===== src/rtl/lom_pkg.sv =====
package lom_pkg;
  // Geometry
  localparam int NCH     = 8;
  localparam int DAC_W   = 14;
  localparam int REG_W   = 16;
  localparam int DATA_W  = 32;
  localparam int ADDR_W  = 12;
  localparam int IDX_W   = ADDR_W - 2;
  localparam int CNT_W   = 32;
  localparam int CH_W    = 3;

  // Register indices; byte address is four times the index
  localparam logic [IDX_W-1:0] IDX_CHAN_FIRST = 10'h000;
  localparam logic [IDX_W-1:0] IDX_CHAN_LAST  = 10'h007;
  localparam logic [IDX_W-1:0] IDX_DATA_LAST  = 10'h00b;
  localparam logic [IDX_W-1:0] IDX_LOOP_FAULT = 10'h00c;
  localparam logic [IDX_W-1:0] IDX_CFG_STAT   = 10'h00d;
  localparam logic [IDX_W-1:0] IDX_IRQ_STAT   = 10'h010;
  localparam logic [IDX_W-1:0] IDX_IRQ_MASK   = 10'h011;

  // Configuration / status field positions
  localparam int CFG_BIT   = 0;
  localparam int ERR_BIT   = 1;
  localparam int TSEL_LSB  = 2;
  localparam int TSEL_W    = 3;
  localparam int TACT_BIT  = 5;
  localparam int HWERR_BIT = 8;
  localparam int FPWR_BIT  = 14;

  // Reset values
  localparam logic [TSEL_W-1:0] TSEL_RST = 3'h0;
  localparam logic [DAC_W-1:0]  CODE_ZERO = 14'h0000;

  // Interrupt event bits
  localparam int IRQ_W      = 4;
  localparam int EV_TMO     = 0;
  localparam int EV_ATTN    = 1;
  localparam int EV_OPEN    = 2;
  localparam int EV_FPWR    = 3;

  // Timing
  localparam int CLK_HZ     = 50_000_000;
  localparam int CYC_PER_MS = CLK_HZ / 1000;
  localparam int REFRESH_MS = 24;

  // Timeout period in ms for each select code
  function automatic logic [CNT_W-1:0] tmo_ms(input logic [TSEL_W-1:0] sel);
    logic [CNT_W-1:0] v;
    case (sel)
      3'h0:    v = 32'd16000;
      3'h1:    v = 32'd4000;
      3'h2:    v = 32'd2000;
      3'h3:    v = 32'd1000;
      3'h4:    v = 32'd500;
      3'h5:    v = 32'd250;
      3'h6:    v = 32'd125;
      default: v = 32'd62;
    endcase
    return v;
  endfunction : tmo_ms
endpackage : lom_pkg


===== src/rtl/lom_loop_chk.sv =====
`timescale 1ns/1ps
// Open-loop check of one channel: at each refresh the readback is held against the
// code commanded at the previous refresh, then the new code is remembered.
module lom_loop_chk (
  // Clock and reset
  input  wire logic                        pclk,
  input  wire logic                        presetn,
  // Refresh of this channel
  input  wire logic                        chk_en,
  input  wire logic [lom_pkg::DAC_W-1:0]   cmd_code,
  input  wire logic [lom_pkg::DAC_W-1:0]   readback,
  input  wire logic [lom_pkg::DAC_W-1:0]   deadband,
  // Result
  output logic                             fail
);
  import lom_pkg::*;

  logic [DAC_W-1:0] last_r;
  logic [DAC_W-1:0] last_nxt;
  logic             fail_r;
  logic             fail_nxt;
  logic [DAC_W-1:0] diff;

  // Distance between wanted and measured current
  always_comb begin
    diff     = (readback > last_r) ? DAC_W'(readback - last_r) : DAC_W'(last_r - readback);
    last_nxt = last_r;
    fail_nxt = fail_r;
    if (chk_en) begin
      fail_nxt = (diff > deadband); // RULE9
      last_nxt = cmd_code;
    end
  end

  always_ff @(posedge pclk or negedge presetn) begin
    if (!presetn) begin
      last_r <= CODE_ZERO;
      fail_r <= 1'b0;
    end else begin
      last_r <= last_nxt;
      fail_r <= fail_nxt;
    end
  end

  assign fail = fail_r;
endmodule : lom_loop_chk


===== src/rtl/lom_top.sv =====
`timescale 1ns/1ps
// Contract
// (RULE1) A write to index 13 loads configuration and a read there returns status.
// (RULE2) Bit 0 written one configures the module and reads back the configured state.
// (RULE3) Bit 1 written one forces the error state; it reads one on forced or internal error.
// (RULE4) Bits 4:2 select the controller communication timeout.
// (RULE5) Bit 5 selects what the outputs do on a communication timeout.
// (RULE6) The controller writes zero to bits 6 and 7, which are kept for factory test.
// (RULE7) Every one of the eight channels is refreshed once per 24 ms.
// (RULE8) Each channel converter receives a 14-bit code.
// (RULE9) Open-loop detection keeps eight pass/fail bits readable at index 12.
// (RULE10) On timeout, bit 5 set holds the last values, clear drives zero codes.
// (RULE11) Codes 0..7 give 16 s, 4 s, 2 s, 1 s, 500, 250, 125, 62 ms; 16 s after reset.
// (RULE12) Status bit 8 is set by any of the four hardware fault indications.
// (RULE13) While unconfigured, accesses to indices 0..11 produce an attention status.
// (RULE14) Status bit 14 shows field power failure; bits 9..13 and 15 read zero.
module lom_top #(
  parameter int CYC_PER_MS = lom_pkg::CYC_PER_MS
) (
  // APB slave
  input  wire logic                                        pclk,
  input  wire logic                                        presetn,
  input  wire logic                                        psel,
  input  wire logic                                        penable,
  input  wire logic                                        pwrite,
  input  wire logic [lom_pkg::ADDR_W-1:0]                  paddr,
  input  wire logic [lom_pkg::DATA_W-1:0]                  pwdata,
  output logic      [lom_pkg::DATA_W-1:0]                  prdata,
  output logic                                             pready,
  output logic                                             pslverr,
  // Fault indications
  input  wire logic                                        logic_load_fail,
  input  wire logic                                        nv_csum_bad,
  input  wire logic                                        prog_csum_bad,
  input  wire logic                                        mem_diag_fail,
  input  wire logic                                        field_pwr_fail,
  // Converter and readback
  output logic      [lom_pkg::DAC_W-1:0]                   dac_code,
  output logic      [lom_pkg::CH_W-1:0]                    dac_chan,
  output logic                                             dac_load,
  input  wire logic [lom_pkg::NCH-1:0][lom_pkg::DAC_W-1:0] readback,
  input  wire logic [lom_pkg::DAC_W-1:0]                   deadband,
  // Status
  output logic                                             comm_timeout,
  output logic                                             irq
);
  import lom_pkg::*;

  localparam int STEP_CYC = REFRESH_MS * CYC_PER_MS / NCH;

  // Bus decode
  logic             acc;
  logic             wr;
  logic [IDX_W-1:0] idx;
  logic             is_data;
  logic             attn;
  logic             mapped;

  // State
  logic [DAC_W-1:0]  chan_r [NCH];
  logic [DAC_W-1:0]  chan_nxt [NCH];
  logic              cfg_r, cfg_nxt;
  logic              ferr_r, ferr_nxt;
  logic [TSEL_W-1:0] tsel_r, tsel_nxt;
  logic              tact_r, tact_nxt;
  logic [CNT_W-1:0]  tcnt_r, tcnt_nxt;
  logic              tmo_r, tmo_nxt;
  logic [CNT_W-1:0]  scnt_r, scnt_nxt;
  logic [CH_W-1:0]   ch_r, ch_nxt;
  logic [DAC_W-1:0]  code_r, code_nxt;
  logic [CH_W-1:0]   dch_r, dch_nxt;
  logic              load_r, load_nxt;
  logic [IRQ_W-1:0]  ist_r, ist_nxt;
  logic [IRQ_W-1:0]  imsk_r, imsk_nxt;
  logic [NCH-1:0]    fail_w;
  logic [NCH-1:0]    fail_q_r;
  logic              fpwr_q_r;
  logic [IRQ_W-1:0]  ev;
  logic [REG_W-1:0]  stat_w;
  logic              hw_err;

  // Zero wait states: every access completes in its access phase
  assign acc     = psel && penable;
  assign wr      = acc && pwrite;
  assign idx     = paddr[ADDR_W-1:2];
  assign is_data = (idx <= IDX_DATA_LAST);
  assign attn    = acc && is_data && !cfg_r; // RULE13
  assign mapped  = is_data || (idx == IDX_LOOP_FAULT) || (idx == IDX_CFG_STAT) ||
                   (idx == IDX_IRQ_STAT) || (idx == IDX_IRQ_MASK);
  assign pready  = 1'b1;
  assign pslverr = acc && (!mapped || attn);

  // Hardware error summary and status word
  assign hw_err = logic_load_fail || nv_csum_bad || prog_csum_bad || mem_diag_fail; // RULE12
  always_comb begin
    stat_w                          = '0; // RULE14
    stat_w[CFG_BIT]                 = cfg_r; // RULE2
    stat_w[ERR_BIT]                 = ferr_r || tmo_r || hw_err; // RULE3
    stat_w[TSEL_LSB +: TSEL_W]      = tsel_r;
    stat_w[TACT_BIT]                = tact_r;
    stat_w[HWERR_BIT]               = hw_err; // RULE12
    stat_w[FPWR_BIT]                = field_pwr_fail; // RULE14
  end

  // Read mux; a read restarts the watchdog and, while unconfigured, raises attention at indices 0..11
  always_comb begin
    prdata = '0;
    if (acc && !pwrite && !attn) begin
      if (idx <= IDX_CHAN_LAST) begin
        prdata[DAC_W-1:0] = chan_r[idx[CH_W-1:0]];
      end else if (idx == IDX_LOOP_FAULT) begin
        prdata[NCH-1:0] = fail_w; // RULE9
      end else if (idx == IDX_CFG_STAT) begin
        prdata[REG_W-1:0] = stat_w; // RULE1
      end else if (idx == IDX_IRQ_STAT) begin
        prdata[IRQ_W-1:0] = ist_r;
      end else if (idx == IDX_IRQ_MASK) begin
        prdata[IRQ_W-1:0] = imsk_r;
      end
    end
  end

  // Configuration and channel values; bits 6 and 7 are not stored at all
  always_comb begin
    cfg_nxt  = cfg_r;
    ferr_nxt = ferr_r;
    tsel_nxt = tsel_r;
    tact_nxt = tact_r;
    imsk_nxt = imsk_r;
    for (int i = 0; i < NCH; i++) begin
      chan_nxt[i] = chan_r[i];
    end
    if (wr && idx == IDX_CFG_STAT) begin // RULE1
      cfg_nxt  = pwdata[CFG_BIT]; // RULE2
      ferr_nxt = pwdata[ERR_BIT]; // RULE3
      tsel_nxt = pwdata[TSEL_LSB +: TSEL_W]; // RULE4
      tact_nxt = pwdata[TACT_BIT]; // RULE5
    end
    if (wr && !attn && idx <= IDX_CHAN_LAST) begin
      chan_nxt[idx[CH_W-1:0]] = pwdata[DAC_W-1:0]; // RULE8
    end
    if (wr && idx == IDX_IRQ_MASK) begin
      imsk_nxt = pwdata[IRQ_W-1:0];
    end
  end

  // Communication watchdog: any completed transfer restarts it
  always_comb begin
    tcnt_nxt = tcnt_r;
    tmo_nxt  = tmo_r;
    if (acc || !cfg_r) begin
      tcnt_nxt = '0;
      tmo_nxt  = 1'b0;
    end else if (!tmo_r) begin
      if (tcnt_r >= CNT_W'(tmo_ms(tsel_r) * CNT_W'(CYC_PER_MS)) - 1) begin // RULE11
        tmo_nxt = 1'b1;
      end else begin
        tcnt_nxt = tcnt_r + 1'b1;
      end
    end
  end

  // Refresh sequencer: one channel every 3 ms
  always_comb begin
    scnt_nxt = scnt_r + 1'b1;
    ch_nxt   = ch_r;
    code_nxt = code_r;
    dch_nxt  = dch_r;
    load_nxt = 1'b0;
    if (scnt_r >= CNT_W'(STEP_CYC - 1)) begin // RULE7
      scnt_nxt = '0;
      ch_nxt   = ch_r + 1'b1;
      dch_nxt  = ch_r;
      load_nxt = 1'b1;
      // Zero output only when unconfigured or timed out without hold
      code_nxt = (!cfg_r || (tmo_r && !tact_r)) ? CODE_ZERO : chan_r[ch_r]; // RULE10
    end
  end

  // Interrupt events; a new event beats a simultaneous clear
  assign ev[EV_TMO]  = tmo_nxt && !tmo_r;
  assign ev[EV_ATTN] = attn;
  assign ev[EV_OPEN] = |(fail_w & ~fail_q_r);
  assign ev[EV_FPWR] = field_pwr_fail && !fpwr_q_r;
  always_comb begin
    ist_nxt = ist_r;
    if (wr && idx == IDX_IRQ_STAT) begin
      ist_nxt = ist_r & ~pwdata[IRQ_W-1:0];
    end
    ist_nxt = ist_nxt | ev;
  end

  always_ff @(posedge pclk or negedge presetn) begin
    if (!presetn) begin
      for (int i = 0; i < NCH; i++) begin
        chan_r[i] <= CODE_ZERO;
      end
      cfg_r    <= 1'b0;
      ferr_r   <= 1'b0;
      tsel_r   <= TSEL_RST; // RULE11
      tact_r   <= 1'b0;
      tcnt_r   <= '0;
      tmo_r    <= 1'b0;
      scnt_r   <= '0;
      ch_r     <= '0;
      code_r   <= CODE_ZERO;
      dch_r    <= '0;
      load_r   <= 1'b0;
      ist_r    <= '0;
      imsk_r   <= '0;
      fail_q_r <= '0;
      fpwr_q_r <= 1'b0;
    end else begin
      chan_r   <= chan_nxt;
      cfg_r    <= cfg_nxt;
      ferr_r   <= ferr_nxt;
      tsel_r   <= tsel_nxt;
      tact_r   <= tact_nxt;
      tcnt_r   <= tcnt_nxt;
      tmo_r    <= tmo_nxt;
      scnt_r   <= scnt_nxt;
      ch_r     <= ch_nxt;
      code_r   <= code_nxt;
      dch_r    <= dch_nxt;
      load_r   <= load_nxt;
      ist_r    <= ist_nxt;
      imsk_r   <= imsk_nxt;
      fail_q_r <= fail_w;
      fpwr_q_r <= field_pwr_fail;
    end
  end

  // One checker per channel, strobed as its code goes out
  for (genvar g = 0; g < NCH; g++) begin : g_chk
    lom_loop_chk u_chk (
      .pclk     (pclk),
      .presetn  (presetn),
      .chk_en   (load_r && dch_r == CH_W'(g)),
      .cmd_code (code_r),
      .readback (readback[g]),
      .deadband (deadband),
      .fail     (fail_w[g])
    );
  end

  assign dac_code     = code_r;
  assign dac_chan     = dch_r;
  assign dac_load     = load_r;
  assign comm_timeout = tmo_r;
  assign irq          = |(ist_r & imsk_r);

  // Checks
  logic [CH_W-1:0] last_ch_r;
  logic            seen_r;
  always_ff @(posedge pclk or negedge presetn) begin
    if (!presetn) begin
      last_ch_r <= '0;
      seen_r    <= 1'b0;
    end else if (load_r) begin
      last_ch_r <= dch_r;
      seen_r    <= 1'b1;
    end
  end

  property p_cfg_read;
    @(posedge pclk) disable iff (!presetn)
      (wr && idx == IDX_CFG_STAT)
      |=> stat_w[CFG_BIT] == $past(pwdata[CFG_BIT])
          && stat_w[TSEL_LSB +: TSEL_W] == $past(pwdata[TSEL_LSB +: TSEL_W])
          && stat_w[TACT_BIT] == $past(pwdata[TACT_BIT]);
  endproperty
  a_cfg_read: assert property (p_cfg_read) else $error("config bit not read back"); // RULE1

  property p_force_err;
    @(posedge pclk) disable iff (!presetn)
      (wr && idx == IDX_CFG_STAT && pwdata[ERR_BIT]) |=> stat_w[ERR_BIT];
  endproperty
  a_force_err: assert property (p_force_err) else $error("forced error not shown"); // RULE3

  property p_zero_out;
    @(posedge pclk) disable iff (!presetn)
      (scnt_r == CNT_W'(STEP_CYC - 1) && tmo_r && !tact_r) |=> dac_load && dac_code == CODE_ZERO;
  endproperty
  a_zero_out: assert property (p_zero_out) else $error("timeout did not zero output"); // RULE10

  property p_hold_out;
    @(posedge pclk) disable iff (!presetn)
      (scnt_r == CNT_W'(STEP_CYC - 1) && cfg_r && (!tmo_r || tact_r))
      |=> dac_code == $past(chan_r[ch_r]);
  endproperty
  a_hold_out: assert property (p_hold_out) else $error("held value not output"); // RULE10

  property p_chan_order;
    @(posedge pclk) disable iff (!presetn)
      (load_r && seen_r) |-> dch_r == CH_W'(last_ch_r + 1'b1);
  endproperty
  a_chan_order: assert property (p_chan_order) else $error("channel skipped"); // RULE7

  property p_attn;
    @(posedge pclk) disable iff (!presetn)
      (acc && is_data && !cfg_r) |-> pslverr ##1 ist_r[EV_ATTN];
  endproperty
  a_attn: assert property (p_attn) else $error("no attention when unconfigured"); // RULE13

  property p_status_bits;
    @(posedge pclk) disable iff (!presetn)
      (acc && !pwrite && idx == IDX_CFG_STAT)
      |-> prdata[13:9] == '0 && !prdata[15] && prdata[FPWR_BIT] == field_pwr_fail
          && prdata[HWERR_BIT] == hw_err;
  endproperty
  a_status_bits: assert property (p_status_bits) else $error("status bits wrong"); // RULE14

  property p_tsel_dflt;
    @(posedge pclk) disable iff (!presetn)
      $rose(presetn) |-> tsel_r == TSEL_RST;
  endproperty
  a_tsel_dflt: assert property (p_tsel_dflt) else $error("timeout default wrong"); // RULE11

  property p_fault_read;
    @(posedge pclk) disable iff (!presetn)
      (acc && !pwrite && idx == IDX_LOOP_FAULT) |-> prdata[NCH-1:0] == fail_w
      && prdata[DATA_W-1:NCH] == '0;
  endproperty
  a_fault_read: assert property (p_fault_read) else $error("loop fault word wrong"); // RULE9

  property p_irq;
    @(posedge pclk) disable iff (!presetn)
      ev[EV_TMO] |=> ist_r[EV_TMO] && (irq || !imsk_r[EV_TMO]);
  endproperty
  a_irq: assert property (p_irq) else $error("timeout event lost");

  c_timeout: cover property (@(posedge pclk) disable iff (!presetn) $rose(tmo_r));
  c_attn:    cover property (@(posedge pclk) disable iff (!presetn) attn);
  c_open:    cover property (@(posedge pclk) disable iff (!presetn) ev[EV_OPEN]);
  c_hold:    cover property (@(posedge pclk) disable iff (!presetn) load_r && tmo_r && tact_r);
endmodule : lom_top


===== config.mk =====
export PLATFORM = sky130hd
export DESIGN_NAME = lom_top
export DESIGN_NICKNAME = d
export VERILOG_FILES = /design/src/rtl/lom_pkg.sv /design/src/rtl/lom_loop_chk.sv /design/src/rtl/lom_top.sv
export SDC_FILE = /design/constraint.sdc
export NUM_CORES = 1
export LEC_CHECK = 0
export ABC_AREA = 1
export BUFFER_PORTS_ARGS = -buffer_cell sky130_fd_sc_hd__buf_2
export CAP_MARGIN = 20
export CELL_PAD_IN_SITES_DETAIL_PLACEMENT = 0
export CELL_PAD_IN_SITES_GLOBAL_PLACEMENT = 1
export CORE_MARGIN = 2
export CORE_UTILIZATION = 49
export CTS_CLUSTER_DIAMETER = 30
export DETAILED_ROUTE_END_ITERATION = 6
export GPL_ROUTABILITY_DRIVEN = 0
export PLACE_DENSITY = 0.88
export SETUP_SLACK_MARGIN = 0.3
export SYNTH_ARGS = -nofsm -noshare
export SYNTH_HDL_FRONTEND = slang
export SYNTH_HIERARCHICAL = 1
export SYNTH_SLANG_ARGS = --single-unit

===== constraint.sdc =====
create_clock -name pclk -period 10.5 [get_ports pclk]
set_input_delay 2.1 -clock pclk [delete_from_list [all_inputs] [get_ports pclk]]
set_output_delay 2.1 -clock pclk [all_outputs]
set_load 0.01 [all_outputs]

=== After elaboration in Yosys (flattened, before gate mapping) ===
Index checks and enable logic that the tools add are counted.

* Output and inout bits: 54
* Word-level logic and storage cells: 197
* Bits of input ports: 180
* Flip-flop bits (word level): 341

* Multiplexer cells: 39
* Reduce and logical (&&, ||, !) cells: 48
* Magnitude comparators: 23
* $mul: 1
* Eq/ne operators: 19
* Add/subtract/negate cells: 20
* Bitwise operators: 8

{| class="wikitable"
|+ Operators by type and width
! operator !! number
|-
| > comparator 14 bit || 16
|-
| subtractor 14 bit || 16
|-
| two-way mux 14 bit || 15
|-
| two-way mux 32 bit || 6
|-
| bitwise mux 112 bit || 1
|-
| case mux 14 bit (7 select lines) || 1
|-
| binary-select mux 14 bit (select 3 bit) || 2
|-
| adder 32 x 1 -> 32 bit, second input constant || 2
|-
| demux 14 bit (select 3 bit) || 1
|-
| greater-or-equal comparator 32 x 18 -> 1 bit, second input constant || 1
|-
| greater-or-equal comparator 32 bit || 1
|-
| multiplier 32 x 12 -> 28 bit, second input constant || 1
|-
| subtractor 32 x 1 -> 32 bit, second input constant || 1
|-
| logical AND 1 bit || 24
|-
| equality test 3 bit, second input constant || 7
|-
| equality test 10 x 4 -> 1 bit, second input constant || 2
|-
| equality test 10 x 5 -> 1 bit, second input constant || 2
|-
| two-way mux 16 bit || 1
|-
| two-way mux 4 bit || 4
|-
| equality test 3 x 2 -> 1 bit, second input constant || 4
|-
| logical OR 1 bit || 12
|-
| two-way mux 11 bit || 1
|-
| <= comparator 10 x 3 -> 1 bit, second input constant || 1
|-
| <= comparator 10 x 4 -> 1 bit, second input constant || 1
|-
| 21 further kinds || 35
|}

=== Logic depth before layout (Yosys ltp) ===
* Depth after elaboration: 12
* Mapped depth: 40
* Mapped depth without buffers: 38

=== Cells and area by module ===
The synthesis kept the hierarchy.

{| class="wikitable"
|+ By module, submodules not included
! module !! instances !! cells each !! area each (um^2)
|-
| lom_top || 1 || 2133 || 15818.9
|-
| lom_loop_chk (g_chk[2].u_chk ...) || 3 || 458 || 2780.2
|-
| lom_loop_chk (g_chk[0].u_chk ...) || 3 || 439 || 2628.8
|-
| lom_loop_chk (g_chk[1].u_chk) || 1 || 450 || 2720.1
|-
| lom_loop_chk (g_chk[6].u_chk) || 1 || 450 || 2693.8
|}

=== Worst setup path after synthesis ===
No wires, ideal clock.

* Path type: flip-flop to flip-flop
* From: register tsel_r[2]
* To: register tcnt_r[25]
* Clock period less this slack: 5.475 ns
* Arrival time: 5.357 ns
* Buffers on the path: 2
* Stages on the path, launching flop included: 32
* Path slack: 5.025 ns
* Library setup time: 0.118 ns
* Cell sequence: dfrtp_1 > buf_4 > inv_4 > nand2_1 > inv_1 > a21oi_1 > ha_1 > ha_1 > fa_1 > fa_1 > inv_1 > fa_1 > inv_1 > ha_1 > nand2_1 > nor2_1 > inv_1 > nor3_1 > nand3_1 > nand4_1 > nand2_1 > ha_1 > nand2_1 > nor2_1 > nand2_1 > nor3_1 > nand2_1 > nand2_1 > nand2_2 > buf_6 > nand3_1 > nand2_1

* Cells in the longest elaborated chain, start to end: 9

{| class="wikitable"
|+ RTL lines
! element !! line !! text
|-
| from (decl) || lom_top.sv:64 || <nowiki>logic [TSEL_W-1:0] tsel_r, tsel_nxt;</nowiki>
|-
| from (signal assigned) || lom_top.sv:217 || <nowiki>tsel_r <= tsel_nxt;</nowiki>
|-
| equality test 3 bit (tied with other cells) || lom_pkg.sv:49 || <nowiki>case (sel)</nowiki>
|-
| case mux 14 bit (7 select lines) (*) || lom_pkg.sv:49 ||
|-
| two-way mux 32 bit (*) || lom_top.sv:154 || <nowiki>end else if (!tmo_r) begin</nowiki>
|-
| two-way mux 32 bit (*) || lom_top.sv:151 || <nowiki>if (acc || !cfg_r) begin</nowiki>
|-
| multiplier 32 x 12 -> 28 bit (*) || lom_top.sv:155 || <nowiki>if (tcnt_r >= CNT_W'(tmo_ms(tsel_r) * CNT_W'(CYC_PER_MS)) - 1) begin</nowiki>
|-
| subtractor 32 x 1 -> 32 bit (*) || lom_top.sv:155 ||
|-
| greater-or-equal comparator 32 bit (*) || lom_top.sv:155 ||
|-
| inequality test 2 bit (no line) (*) || n/a ||
|-
| AND reduction 2 bit (no line) (*) || n/a ||
|-
| to (signal assigned) || lom_top.sv:219 || <nowiki>tcnt_r <= tcnt_nxt;</nowiki>
|-
| to (decl) || lom_top.sv:66 || <nowiki>logic [CNT_W-1:0] tcnt_r, tcnt_nxt;</nowiki>
|}

Every way passes the cells marked *; elsewhere a longest branch is shown, timed or not. The select of a mux whose other input is x is not followed.
A chain may end at the register's enable or synchronous reset.

=== Worst setup path in the final report ===
* From: input paddr[2] (netlist bit)
* To: output prdata[6] (netlist bit)

* Cells in the longest elaborated chain, start to end: 6

{| class="wikitable"
|+ RTL lines
! element !! line !! text
|-
| from (decl) || lom_top.sv:26 || <nowiki>input wire logic [lom_pkg::ADDR_W-1:0] paddr,</nowiki>
|-
| <= comparator 10 x 4 -> 1 bit or inverter 3 -> 4 bit (tied branches) || lom_top.sv:86, lom_top.sv:110 ||
|-
| logical AND 1 bit or binary-select mux 14 bit (select 3 bit) (tied branches) || lom_top.sv:87, lom_top.sv:110 ||
|-
| logical AND 1 bit or two-way mux 14 bit (tied branches) || lom_top.sv:87, lom_top.sv:110 ||
|-
| zero test 1 bit or two-way mux 14 bit (tied branches) || lom_top.sv:108, lom_top.sv:110 ||
|-
| logical AND 1 bit or two-way mux 14 bit (tied branches) || lom_top.sv:108, lom_top.sv:109 ||
|-
| two-way mux 16 bit (*) || lom_top.sv:108 || <nowiki>if (acc && !pwrite && !attn) begin</nowiki>
|-
| to (decl) || lom_top.sv:28 || <nowiki>output logic [lom_pkg::DATA_W-1:0] prdata,</nowiki>
|}

Marked as above.

==> implementation parameters <==
Parameter                              Value

Clock tree
  H-tree levels ... 3
  Clock slew at the register clock pins of the worst setup and hold paths ... 0.05 ns
  CTS tree ... yes
  Clock Latency Late Sink ... 0.69 ns
  Post-cts resize count ... 0
  Post-cts hold buffer count ... 0
  Max clock buf depth ... 3
  CTS root buf ... sky130_fd_sc_hd__clkbuf_16
  Setup fix buffers added after clock tree synthesis ... 0
  Count of clock tree sinks ... 341
  Number of buffers inserted during clock tree synthesis ... 97

Setup path
  Cell depth of the worst flop-to-flop path ... 29
  R2R setup slack ... 3.74 ns
  Required @ worst endpoint ... 8.40 ns
  Chain of cells forming the critical path ... buf_2, inv_2, nand2_2, inv_2, nand2_1, inv_2, nand3_2, o21ai_0, nand2_1, nor2_1, buf_2
  Launching point of the worst reg2reg path ... tsel_r[1]
  Timing endpoint of the critical path ... prdata[6]
  Capture instance of the worst register-to-register path ... tcnt_r[10]
  Type of the worst setup path ... input port to primary output
  Max FO, Critical Path ... 39
  WP data arrival ... 5.23 ns
  CP startpoint kind ... input port
  Endpoint kind of the worst setup timing path ... primary output
  CP dominant cell by count ... sky130_fd_sc_hd__inv_2
  Timing startpoint of the critical path ... paddr[2]
  Worst path max stage delay ... 0.61 ns
  CP max-delay cell ... sky130_fd_sc_hd__inv_2

Detailed routing
  Count of antenna-violating nets left after detailed routing ... 0
  Drt pass-1 iters ... 7
  Final wirelength ... 116000 µm
  Post-detailed-route DRC marker count ... 0
  Detail-routed net length per standard cell ... 16.6 µm
  Via count of the routed design ... 36200
  Violation count after the first detailed-routing iteration ... 2688
  Avg Vias per Cell ... 5.19

STA
  Unrepaired setup endpoints after global routing ... false
  Sum of negative setup slack ... 0 ns
  Final number of setup-violating endpoints ... 0
  Final critical path time including I/O delays and setup ... 7.33 ns
  Slew at the pin closest to its max-slew limit ... 1.05 ns
  Final WS setup ... 3.17 ns
  Maximum operating frequency ... 0.136 GHz
  Final number of max-transition violations ... 0
  Worst clock skew on the final layout ... 0.101 ns
  Worst slew slack as a fraction of its limit ... 0.295
  Post-route clock period utilization ... 0.698
  Number of failing hold endpoints at the final stage ... 0

Finish
  Final #Nets ... 6558
  Post-route cell area ... 42500 µm²
  Layout cells sized above 1 ... 0.106
  Area overhead of the layout relative to synthesis ... 13.4%

Floorplanning
  Starting density of the core ... 0.494
  Die footprint ... 78700 µm²
  Floorplan die height ... 280 µm
  Floorplan die width ... 280 µm
  Placeable core region ... 75800 µm²
  Count of standard-cell rows ... 101
  Num ports ... 234

Logic synthesis
  Cell type contributing the most total cell area after synthesis ... sky130_fd_sc_hd__dfrtp_1
  Area of the mapped netlist ... 37500 µm²
  Distinct cells, synth ... 60
  Most area-consuming cells after synthesis ... sky130_fd_sc_hd__dfrtp_1, sky130_fd_sc_hd__nand2_1, sky130_fd_sc_hd__ha_1, sky130_fd_sc_hd__inv_1, sky130_fd_sc_hd__nand3_1
  Per-instance average area after synthesis ... 6.54 µm²
  Yosys warns ... 6
  Total of flip-flops plus latches after synthesis ... 341
  Cells after Synth ... 5724
  Part of the Yosys area used for sequential elements ... 0.228
  Most common flop cell mapped by yosys ... sky130_fd_sc_hd__dfrtp_1
  Number of enable flip-flop cells after synthesis ... 0
  Share of the synthesized area in the top cell type ... 0.228
  Post-synth ARST share ... 1.00

Placed design
  Worst setup slack before clock tree synthesis ... 3.30 ns
  Number of buffer cells added on primary ports ... 195
  Post-detail-place hpwl ... 85700 µm
  Placement-stage cell area ... 38900 µm²

Global routing
  Global-route wire length before repair ... 184000 µm
  Aggregate global routing overflow ... 0
  Number of global-route vias before repair ... 35000
  Total global-route track usage ... 0.295
  Largest net degree at the start of global routing ... 103
  Number of antenna violations at the first check in global routing ... 13

Power and ir drop
  Power density of the placed cells ... 128 nW/µm²
  Design Power ... 5.42 mW
  Worst supply voltage drop on vdd ... 0.171 mV
  LEAKAGE ... 23.3 nW

Worst hold path
  Class of the worst hold path ... flop to flop
  Hold Crit Depth ... 0

Status
  Run status ... finished, final reports clean

Run
  Maximum capacitance violations ... 0
==> registers in the layout (all words and copies together), names as in the netlist, 3 cells and up <==
register            flops
fail_q_r                8
tsel_r                  3
g_chk.u_chk/last_r    112
tcnt_r                 32
g_chk.u_chk/fail        8
chan_r                112
dac_chan                3
imsk_r                  4
ch_r                    3
ist_r                   4
scnt_r                 32
dac_code               14
==> kinds of logic after synthesis <==
group / Yosys count / synth area share
AO/OA/AOI/OAI: 828 / 0.122
AND/OR/NAND/NOR: 2757 / 0.322
buffers and inverters: 1188 / 0.130
XOR/XNOR: 137 / 0.0320
adder cells (fa/ha/maj): 471 / 0.166
other: 2 / 0.000200
flip-flops: 341 / 0.228
==> final cells by class <==
type                       count  area (µm²)
fill                        7601       33300
multi-input combinational   4225       24200
sequential                   341        8530
inverter                    1021        3840
clock buffer                 131        2760
tap                          978        1220
timing repair buffer         221        1200
clock inverter                51         734
antenna                        2        5.00
==> synth_stat cells (all sizes together) (7+ instances only) <==
master / instances
o21bai: 20
a21oi: 266
nor2: 410
dfrtp: 341
clkbuf: 66
o21ai: 460
clkinv: 7
fa: 41
xnor2: 50
nor4: 13
o221ai: 10
xor2: 87
nor3: 46
a31oi: 11
and2: 29
o22ai: 12
nand2: 1751
inv: 1014
o21a: 10
a21o: 19
buf: 101
nand3: 412
nand4: 82
ha: 430
==> layer usage <==
layer  GRT usage  vias to the layer above  routed length (µm)
met2       0.487                      941               52500
met1       0.373                    16500               50200
met3      0.0636                      244                7890
li1            -                    18400                   -
met5           0                        -                 118
met4       0.121                       20                4900
==> worst max-delay path, delay by kind of cell <==
family                 cells  cell delay, ns
AOI/OAI and AO/OA          1            0.21
buffers and inverters      5            1.60
and+or+nand+nor            5            1.28
==> cell usage in the layout (no fill, tap or decap), drive strengths merged, types with 3 or more instances in the layout <==
cell	n
a21boi	3
a21o	19
a21oi	266
a31oi	11
and2	29
buf	221
bufinv	10
clkbuf	131
clkinv	34
clkinvlp	14
conb	32
dfrtp	341
fa	41
ha	430
inv	1014
nand2	1751
nand3	412
nand3b	6
nand4	82
nor2	410
nor3	46
nor4	13
o2111ai	6
o211ai	6
o21a	10
o21ai	460
o21bai	20
o221ai	10
o22ai	12
or2	6
xnor2	50
xor2	87
==> where the power goes <==
group	internal [mW]	leakage (nW)	switching, mW
clock network	2.09	1.66	0.976
registers	1.36	4.68	0.0571
logic	0.307	17.0	0.632
==> worst min path at each step <==
stage,from,endpoint
final,g_chk[5].u_chk/fail,fail_q_r[5]
after global routing,g_chk[5].u_chk/fail,fail_q_r[5]
after CTS,g_chk[5].u_chk/fail,fail_q_r[5]
after detailed placement,fpwr_q_r,ist_r[3]
after global placement,fpwr_q_r,ist_r[3]
after floorplan,g_chk[0].u_chk/fail,fail_q_r[0]
==> stage by stage <==
step / util / hold slack [ns] / instances
floorplan: - / 0.374 / 5754
global placement: 0.513 / 0.404 / 6783
detailed placement: 0.514 / 0.415 / 6784
CTS: 0.560 / 0.413 / 6966
global route: 0.560 / 0.407 / 6969
finish: 0.560 / 0.396 / 6970
(Power assumes the default switching activity.)
